File: src/logic/quad_io_pkg.sv
// shared constants for the quad i/o port with external interrupt sources
// Function
// RULE1: data bits drive pins, high bits direction
// RULE2: pin zero open drain, others push-pull
// RULE3: pull-up follows each pin data bit
// RULE4: read returns live pins, stored direction
// RULE5: sources zero/one detect levels or edges
// RULE6: polarity and level bits select condition
// RULE7: sources two/three detect fall, rise, both
// RULE8: software clears flags; hardware never does
// RULE9: count pulse from selected pin two/three
// RULE10: low capture from pin zero or two
// RULE11: level-mode pin zero captures every cycle
// RULE12: high capture from pin one or three
// RULE13: level-mode pin one captures every cycle
// RULE14: flag with enable releases deep stop; source three never releases it here
// RULE15: level on pins zero/one wakes stop
// RULE16: pins zero/one wake only in level mode
// RULE17: pin two edge in stop sets, wakes
// RULE18: pin two ignores edge matching entry level
// RULE19: software should use both edges there
// RULE20: request while flag and enable both set
// RULE21: edges from sample versus previous sample
package quad_io_pkg;
    localparam int ADDR_W = 18;
    // register indices; byte address is four times the index
    localparam logic [15:0] IDX_PORT_CTRL = 16'hFE5C;
    localparam logic [15:0] IDX_LVL_CTRL = 16'hFE5D;
    localparam logic [15:0] IDX_EDGE_CTRL = 16'hFE5E;
    localparam logic [15:0] IDX_INPUT_SEL = 16'hFE5F;
    localparam logic [15:0] IDX_DATA_VIEW = 16'hFE60;
    localparam logic [7:0] RST_PORT_CTRL = 8'h00;
    localparam logic [7:0] RST_LVL_CTRL = 8'h00;
    localparam logic [7:0] RST_EDGE_CTRL = 8'h00;
    localparam logic [7:0] RST_INPUT_SEL = 8'h00;
    localparam int DIR_LSB = 4;
    // level control: source n fields at base 4*n
    localparam int SRC_EN = 0;
    localparam int SRC_FLAG = 1;
    localparam int SRC_LVL = 2;
    localparam int SRC_POL = 3;
    // edge control: source 2+n fields at base 4*n
    localparam int SRC_FALL = 2;
    localparam int SRC_RISE = 3;
    localparam int SRC_STRIDE = 4;
    localparam int ISL_CNT_SEL = 0;
    localparam int ISL_LOW_CAP_SEL = 6;
    localparam int ISL_HIGH_CAP_SEL = 7;
    localparam logic [1:0] RESP_OKAY = 2'h0;
    localparam logic [1:0] RESP_SLVERR = 2'h2;
endpackage

File: src/logic/pin_sync.sv
// three-stage pin synchroniser with agreed level and edge pulses
`timescale 1ns/1ps
module pin_sync (
    input wire logic i_clk,
    input wire logic i_rst_n,
    input wire logic i_pin,
    output logic o_level,
    output logic o_rise,
    output logic o_fall
);
    typedef struct packed {
        logic s1;
        logic s2;
        logic s3;
        logic level;
        logic rise;
        logic fall;
    } sync_state_t;

    sync_state_t state;
    sync_state_t next_state;

    always_comb begin
        next_state = state;
        next_state.s1 = i_pin;
        next_state.s2 = state.s1;
        next_state.s3 = state.s2;
        next_state.rise = 1'b0;
        next_state.fall = 1'b0;
        // RULE21 compare with previous
        if (state.s2 == state.s3) begin
            next_state.level = state.s3;
            next_state.rise = state.s3 & ~state.level;
            next_state.fall = ~state.s3 & state.level;
        end
    end

    always_ff @(posedge i_clk) begin
        if (!i_rst_n) begin
            state <= '0;
        end else begin
            state <= next_state;
        end
    end

    assign o_level = state.level;
    assign o_rise = state.rise;
    assign o_fall = state.fall;
endmodule // pin_sync

File: src/logic/quad_io_port.sv
// quad i/o port with external interrupt detection and axi4-lite registers
`timescale 1ns/1ps
module quad_io_port (
    input wire logic i_clk,
    input wire logic i_rst_n,
    input wire logic [quad_io_pkg::ADDR_W-1:0] i_awaddr,
    input wire logic i_awvalid,
    output logic o_awready,
    input wire logic [31:0] i_wdata,
    input wire logic [3:0] i_wstrb,
    input wire logic i_wvalid,
    output logic o_wready,
    output logic [1:0] o_bresp,
    output logic o_bvalid,
    input wire logic i_bready,
    input wire logic [quad_io_pkg::ADDR_W-1:0] i_araddr,
    input wire logic i_arvalid,
    output logic o_arready,
    output logic [31:0] o_rdata,
    output logic [1:0] o_rresp,
    output logic o_rvalid,
    input wire logic i_rready,
    input wire logic [3:0] i_pin,
    output logic [3:0] o_pin,
    output logic [3:0] o_pin_oe_n,
    output logic [3:0] o_pullup_en,
    input wire logic i_deep_stop,
    output logic [3:0] o_irq_req,
    output logic o_stop_release,
    output logic o_count_pulse,
    output logic o_cap_low,
    output logic o_cap_high
);
    typedef enum logic [1:0] {
        WR_IDLE = 2'b01,
        WR_RESP = 2'b10
    } wr_state_t;

    typedef enum logic [1:0] {
        RD_IDLE = 2'b01,
        RD_DATA = 2'b10
    } rd_state_t;

    typedef struct packed {
        wr_state_t wr;
        rd_state_t rd;
        logic aw_got;
        logic w_got;
        logic [15:0] aw_idx;
        logic [7:0] wbyte;
        logic wen;
        logic [1:0] bresp;
        logic [31:0] rdata;
        logic [1:0] rresp;
        logic [7:0] port_ctrl;
        logic [7:0] lvl_ctrl;
        logic [7:0] edge_ctrl;
        logic [7:0] input_sel;
        logic stop_q;
        logic entry_level;
        logic count_pulse;
        logic cap_low;
        logic cap_high;
    } port_state_t;

    port_state_t state;
    port_state_t next_state;

    localparam int SRC_STRIDE = quad_io_pkg::SRC_STRIDE;
    localparam int DIR_LSB = quad_io_pkg::DIR_LSB;

    logic [3:0] pin_level;
    logic [3:0] pin_rise;
    logic [3:0] pin_fall;
    logic [3:0] event_hit;
    logic [3:0] flag;
    logic [3:0] enable;
    logic in_stop;
    logic wr_apply;
    logic aw_take;
    logic w_take;

    genvar g;
    generate
        for (g = 0; g < 4; g++) begin : g_sync
            pin_sync u_sync (
                .i_clk(i_clk),
                .i_rst_n(i_rst_n),
                .i_pin(i_pin[g]),
                .o_level(pin_level[g]),
                .o_rise(pin_rise[g]),
                .o_fall(pin_fall[g])
            );
        end
    endgenerate

    // stop state counts only after the entry level is latched
    assign in_stop = i_deep_stop & state.stop_q;
    assign wr_apply = (state.wr == WR_IDLE) & state.aw_got & state.w_got;
    assign aw_take = i_awvalid & o_awready;
    assign w_take = i_wvalid & o_wready;

    always_comb begin
        for (int i = 0; i < 2; i++) begin
            flag[i] = state.lvl_ctrl[SRC_STRIDE*i+quad_io_pkg::SRC_FLAG];
            enable[i] = state.lvl_ctrl[SRC_STRIDE*i+quad_io_pkg::SRC_EN];
            flag[i+2] = state.edge_ctrl[SRC_STRIDE*i+quad_io_pkg::SRC_FLAG];
            enable[i+2] = state.edge_ctrl[SRC_STRIDE*i+quad_io_pkg::SRC_EN];
        end
    end

    // detection conditions per source
    always_comb begin
        logic lvl_mode;
        logic pol;
        logic rise_en;
        logic fall_en;
        lvl_mode = 1'b0;
        pol = 1'b0;
        rise_en = 1'b0;
        fall_en = 1'b0;
        event_hit = 4'h0;
        for (int i = 0; i < 2; i++) begin
            lvl_mode = state.lvl_ctrl[SRC_STRIDE*i+quad_io_pkg::SRC_LVL];
            pol = state.lvl_ctrl[SRC_STRIDE*i+quad_io_pkg::SRC_POL];
            // RULE5 RULE6 level or edge
            if (lvl_mode) begin
                event_hit[i] = (pin_level[i] == pol);
            end else if (!in_stop) begin
                // RULE16 edges idle in stop
                event_hit[i] = pol ? pin_rise[i] : pin_fall[i];
            end
        end
        for (int i = 0; i < 2; i++) begin
            rise_en = state.edge_ctrl[SRC_STRIDE*i+quad_io_pkg::SRC_RISE];
            fall_en = state.edge_ctrl[SRC_STRIDE*i+quad_io_pkg::SRC_FALL];
            // RULE7 fall rise both
            event_hit[i+2] = (pin_rise[i+2] & rise_en) | (pin_fall[i+2] & fall_en);
        end
        // RULE17 RULE18 entry level gating
        if (in_stop) begin
            event_hit[2] = (pin_rise[2] & state.edge_ctrl[quad_io_pkg::SRC_RISE]
                & ~state.entry_level)
                | (pin_fall[2] & state.edge_ctrl[quad_io_pkg::SRC_FALL]
                & state.entry_level);
        end
    end

    always_comb begin
        next_state = state;
        // write channel: address and data in either order
        case (state.wr)
            WR_IDLE: begin
                if (aw_take) begin
                    next_state.aw_got = 1'b1;
                    next_state.aw_idx = i_awaddr[17:2];
                end
                if (w_take) begin
                    next_state.w_got = 1'b1;
                    next_state.wbyte = i_wdata[7:0];
                    next_state.wen = i_wstrb[0];
                end
                if (wr_apply) begin
                    next_state.wr = WR_RESP;
                    next_state.bresp = quad_io_pkg::RESP_OKAY;
                    case (state.aw_idx)
                        quad_io_pkg::IDX_PORT_CTRL,
                        quad_io_pkg::IDX_DATA_VIEW: begin
                            if (state.wen) next_state.port_ctrl = state.wbyte;
                        end
                        quad_io_pkg::IDX_LVL_CTRL: begin
                            if (state.wen) next_state.lvl_ctrl = state.wbyte;
                        end
                        quad_io_pkg::IDX_EDGE_CTRL: begin
                            if (state.wen) next_state.edge_ctrl = state.wbyte;
                        end
                        quad_io_pkg::IDX_INPUT_SEL: begin
                            if (state.wen) next_state.input_sel = state.wbyte;
                        end
                        default: begin
                            next_state.bresp = quad_io_pkg::RESP_SLVERR;
                        end
                    endcase
                end
            end
            WR_RESP: begin
                if (i_bready) begin
                    next_state.wr = WR_IDLE;
                    next_state.aw_got = 1'b0;
                    next_state.w_got = 1'b0;
                end
            end
            default: begin
                next_state.wr = WR_IDLE;
                next_state.aw_got = 1'b0;
                next_state.w_got = 1'b0;
            end
        endcase

        // read channel
        case (state.rd)
            RD_IDLE: begin
                if (i_arvalid) begin
                    next_state.rd = RD_DATA;
                    next_state.rresp = quad_io_pkg::RESP_OKAY;
                    next_state.rdata = 32'h0000_0000;
                    case (i_araddr[17:2])
                        // RULE4 live pins, stored direction
                        quad_io_pkg::IDX_PORT_CTRL: begin
                            next_state.rdata[7:0] = {state.port_ctrl[7:4], pin_level};
                        end
                        // stored latch for read-modify-write sequences
                        quad_io_pkg::IDX_DATA_VIEW: begin
                            next_state.rdata[7:0] = state.port_ctrl;
                        end
                        quad_io_pkg::IDX_LVL_CTRL: next_state.rdata[7:0] = state.lvl_ctrl;
                        quad_io_pkg::IDX_EDGE_CTRL: next_state.rdata[7:0] = state.edge_ctrl;
                        quad_io_pkg::IDX_INPUT_SEL: next_state.rdata[7:0] = state.input_sel;
                        default: next_state.rresp = quad_io_pkg::RESP_SLVERR;
                    endcase
                end
            end
            RD_DATA: begin
                if (i_rready) next_state.rd = RD_IDLE;
            end
            default: next_state.rd = RD_IDLE;
        endcase

        // RULE8 set wins over clear
        for (int i = 0; i < 2; i++) begin
            if (event_hit[i]) next_state.lvl_ctrl[SRC_STRIDE*i+quad_io_pkg::SRC_FLAG] = 1'b1;
            if (event_hit[i+2]) begin
                next_state.edge_ctrl[SRC_STRIDE*i+quad_io_pkg::SRC_FLAG] = 1'b1;
            end
        end

        next_state.stop_q = i_deep_stop;
        if (i_deep_stop && !state.stop_q) next_state.entry_level = pin_level[2];

        // RULE9 count source select
        next_state.count_pulse = state.input_sel[quad_io_pkg::ISL_CNT_SEL]
            ? event_hit[3] : event_hit[2];
        // RULE10 RULE11 low capture
        next_state.cap_low = state.input_sel[quad_io_pkg::ISL_LOW_CAP_SEL]
            ? event_hit[0] : event_hit[2];
        // RULE12 RULE13 high capture
        next_state.cap_high = state.input_sel[quad_io_pkg::ISL_HIGH_CAP_SEL]
            ? event_hit[1] : event_hit[3];
    end

    always_ff @(posedge i_clk) begin
        if (!i_rst_n) begin
            state <= '0;
            state.wr <= WR_IDLE;
            state.rd <= RD_IDLE;
            state.port_ctrl <= quad_io_pkg::RST_PORT_CTRL;
            state.lvl_ctrl <= quad_io_pkg::RST_LVL_CTRL;
            state.edge_ctrl <= quad_io_pkg::RST_EDGE_CTRL;
            state.input_sel <= quad_io_pkg::RST_INPUT_SEL;
        end else begin
            state <= next_state;
        end
    end

    assign o_awready = (state.wr == WR_IDLE) & ~state.aw_got;
    assign o_wready = (state.wr == WR_IDLE) & ~state.w_got;
    assign o_bvalid = (state.wr == WR_RESP);
    assign o_bresp = state.bresp;
    assign o_arready = (state.rd == RD_IDLE);
    assign o_rvalid = (state.rd == RD_DATA);
    assign o_rdata = state.rdata;
    assign o_rresp = state.rresp;

    // RULE1 RULE2 pin drivers
    assign o_pin = {state.port_ctrl[3:1], 1'b0};
    // pin zero only sinks: released whenever its data bit is one
    assign o_pin_oe_n = {~state.port_ctrl[7:5],
        ~(state.port_ctrl[DIR_LSB] & ~state.port_ctrl[0])};
    // RULE3 pull-up from data
    assign o_pullup_en = state.port_ctrl[3:0];

    // RULE20 request from flag and enable
    assign o_irq_req = flag & enable;
    // RULE14 RULE15 RULE16 stop release
    assign o_stop_release = (o_irq_req[0] & state.lvl_ctrl[quad_io_pkg::SRC_LVL])
        | (o_irq_req[1] & state.lvl_ctrl[SRC_STRIDE+quad_io_pkg::SRC_LVL])
        | o_irq_req[2];

    assign o_count_pulse = state.count_pulse;
    assign o_cap_low = state.cap_low;
    assign o_cap_high = state.cap_high;
endmodule // quad_io_port

File: config.mk
export PLATFORM = sky130hd
export DESIGN_NAME = quad_io_port
export DESIGN_NICKNAME = d
export VERILOG_FILES = /design/src/logic/quad_io_pkg.sv /design/src/logic/pin_sync.sv /design/src/logic/quad_io_port.sv
export SDC_FILE = /design/constraint.sdc
export NUM_CORES = 1
export LEC_CHECK = 0
export BUFFER_PORTS_ARGS = -buffer_cell sky130_fd_sc_hd__buf_2
export CORE_MARGIN = 2
export CORE_UTILIZATION = 45
export CTS_CLUSTER_DIAMETER = 80
export DETAILED_ROUTE_END_ITERATION = 16
export GPL_TIMING_DRIVEN = 1
export PLACE_DENSITY = 0.72
export SETUP_SLACK_MARGIN = 0.15
export SYNTH_ARGS = -nofsm -noshare
export SYNTH_HDL_FRONTEND = slang
export SYNTH_SLANG_ARGS = --single-unit
File: constraint.sdc
create_clock -name i_clk -period 2.3 [get_ports i_clk]
set_clock_uncertainty 0.2 [all_clocks]
set_input_delay 0.115 -clock i_clk [delete_from_list [all_inputs] [get_ports i_clk]]
set_output_delay 0.115 -clock i_clk [all_outputs]
set_load 0.005 [all_outputs]
==> flow_metrics.tcl <==
set metrics [dict create \
    status "finished clean" \
    first_pass_iters 7 \
    yosys.area_share.simple_pct 23.6 \
    synth_compound_area_share_pct 18.3 \
    rows 36 \
    post-place-ws_ns 0.262 \
    fin_util_pct 55.5 \
    vias 4048 \
    final_nets 716 \
    vdd_drop_max_mv 0.282 \
    cts_buffers 9 \
    wirelength_um 10800 \
    start_util_pct 46.6 \
    setup_slack_ns 0.219 \
    setup_violations 0 \
    synthFlopType "dfxtp_1" \
    cts_tree "yes" \
    drive_gt1_share_pct 19.8 \
    area.growth.synth_to_final_pct 19.1 \
    power_mw 3.27 \
    clk_path_buf_depth 2 \
    initialDrtViolationCount 270 \
    crit_type "reg2reg" \
    synth_seq_cells 102 \
    grt_pass1_vias 3838 \
    tightest_slew_ns 0.729 \
    reg2reg_slack_ns 0.22 \
    post_cts.repair.setup_buffers 0 \
    synth_edf_count 0 \
    cp_max_fo 32 \
    insertion_delay_ns 0.36 \
    die_h_um 105 \
    holdWs_ns 0.0383 \
    critical_path_buf_inv_count 0 \
    min_period_ns 2.08 \
    maxCapViolations 0 \
    drc 0 \
    overflow 0 \
    synthArstFlopShare_pct 0 \
    io_pins 145 \
    yosysWarningCount 0 \
    dp_cells 715 \
    end_kind "flop" \
    hold_violations 0 \
    cts_num_sinks 102 \
    grt_pass1_wl_um 17700 \
    ys_seq_area_share_pct 44.4 \
    syn_area_um2 4600 \
    rsz0062_at_grt "true" \
    syn_area_per_cell_um2 8.58 \
    syn-instance-count 536 \
    worstPathRequired_ns 2.33 \
    synth_top_family_by_area "simple AND/OR/NAND/NOR gates" \
    place_congestion 0.899 \
    synthAdderAreaFrac_pct 0 \
    final_area_um2 5480 \
    slowest_stage "or4b_4" \
    h-tree-depth 3 \
    cp_top_family "simple AND/OR/NAND/NOR gates" \
    n_antenna_cell 0 \
    cts.clk_slew.worst_paths_ns 0.09 \
    placed_area_um2 4890 \
    post-route-period-util_pct 90.5 \
    core_area_um2 9860 \
    fp.dieArea_um2 11000 \
    placement.io_buffers 86 \
    fmax_ghz 0.481 \
    grt_antenna_before_repair 0 \
    min_path_type "in2reg" \
    synth-xor-area-share_pct 0.190 \
    leakagePower_nw 2.15 \
    instances_no_fill 769 \
    grt_usage_pct 19.5 \
    worstPathCellList "and4b_4 > or4b_4 > o21ai_1 > a21oi_1" \
    synth_mux_area_share_pct 2.42 \
    post_synth_num_cell_types 53 \
    clockRootBuffer "clkbuf_8" \
    place_hpwl_um 7520 \
    wl_per_cell_um 14.0 \
    grt_max_degree 63 \
    fp.dieW_um 105 \
    slew_violations 0 \
    ant_nets 0 \
    relSlewSlack_pct 51.2 \
    startpoint_type "flop" \
    powerDensity_nw_per_um2 597 \
    viasPerCell 5.26 \
    fin_tns_setup_ns 0 \
    crit_arrival_ns 2.11 \
    critPathMaxStageDelay_ns 0.66 \
]
[sequential cells by signal, summed over array words and instances, names as in the netlist, 3 cells and up]
signal and cells:
o_rdata 8, enable 4, g_sync.u_sync.next_state 8, g_sync.u_sync.o_fall 4, g_sync.u_sync.o_rise 4, flag 4
o_pin 3, g_sync.u_sync.state 4, state 53, g_sync.u_sync.o_level 4
[cell type report]
type                    instances  area, µm²
clock inverters                 3       45.0
flip-flops and latches        102       2040
clock buffers                  12        145
multi-input cells             378       2150
inverters                       8       32.5
fillers                       899       4390
repair buffers                133        896
well taps                     133        166
[power breakdown]
group | switching [mW] | internal [mW] | total [mW]
Clock | 0.570 | 0.528 | 1.10
Sequential | 0.0423 | 1.82 | 1.86
Combinational | 0.161 | 0.151 | 0.313
[cells by family (layout without fill, tap and decap cells)]
| kind of cell | Yosys count | in the layout |
|---|---|---|
| compound gates | 149 | 149 |
| xor+xnor | 1 | 1 |
| buf+inv | 82 | 156 |
| flops | 102 | 102 |
| mux | 10 | 10 |
| other cells | 1 | 27 |
| simple gates | 191 | 191 |
[worst paths after layout]
kind	start	to	depth (start not counted)
worst min-delay path	i_arvalid	o_rdata[4]	4
worst max-delay path	state[102]	state[16]	4
worst min register to register	g_sync[2].u_sync.state[3]	g_sync[2].u_sync.o_fall	1
worst max register to register	state[102]	state[16]	4
[routing by layer]
metal / global-route usage, % / share of wire (%) / vias to the layer above
met5: 0 / 0 / -
li1: - / - / 2029
met1: 23.6 / 42 / 1863
met3: 2.81 / 5.4 / 22
met2: 34.6 / 50 / 134
met4: 7.90 / 2.3 / 0
[cells in the final DEF, fill, tap and decap left out, types with 21 or more instances in the layout]
cell type	count
dfxtp_1	102
a21oi_1	71
o21ai_1	36
nand4_1	26
nand3_1	22
buf_2	85
nand2_1	65
dlygate4sd3_1	39
conb_1	27
and2_1	21
[synthesized netlist by cell type (6+ instances only)]
| library cell | number | share of area [%] |
|---|---|---|
| a21oi_1 | 71 | 7.7 |
| a22o_1 | 9 | 1.7 |
| a31oi_1 | 7 | 0.95 |
| and2_1 | 21 | 2.9 |
| buf_2 | 6 | 0.65 |
| buf_4 | 44 | 7.2 |
| clkbuf_1 | 17 | 1.4 |
| dfxtp_1 | 102 | 44 |
| inv_1 | 8 | 0.65 |
| mux2_2 | 9 | 2.2 |
| nand2_1 | 65 | 5.3 |
| nand3_1 | 22 | 2.4 |
| nand4_1 | 26 | 3.5 |
| nor2_1 | 10 | 0.82 |
| nor2b_1 | 9 | 1.2 |
| o21ai_0 | 10 | 1.1 |
| o21ai_1 | 36 | 3.9 |
[worst reg2reg max path: stages, from the launching register on]
cell     delay, ns
dfxtp_1       0.46
and4b_4       0.31
or4b_4        0.66
o21ai_1       0.22
a21oi_1       0.10
[timing repair]
action / in CTS / in global routing
hold buffers: 39 / 0
endpoints found under the setup margin: 0 / 5
gates resized for setup: 0 / 3
endpoints found under the hold margin: 42 / 0
No activity file was read; power rests on OpenSTA's default activity.
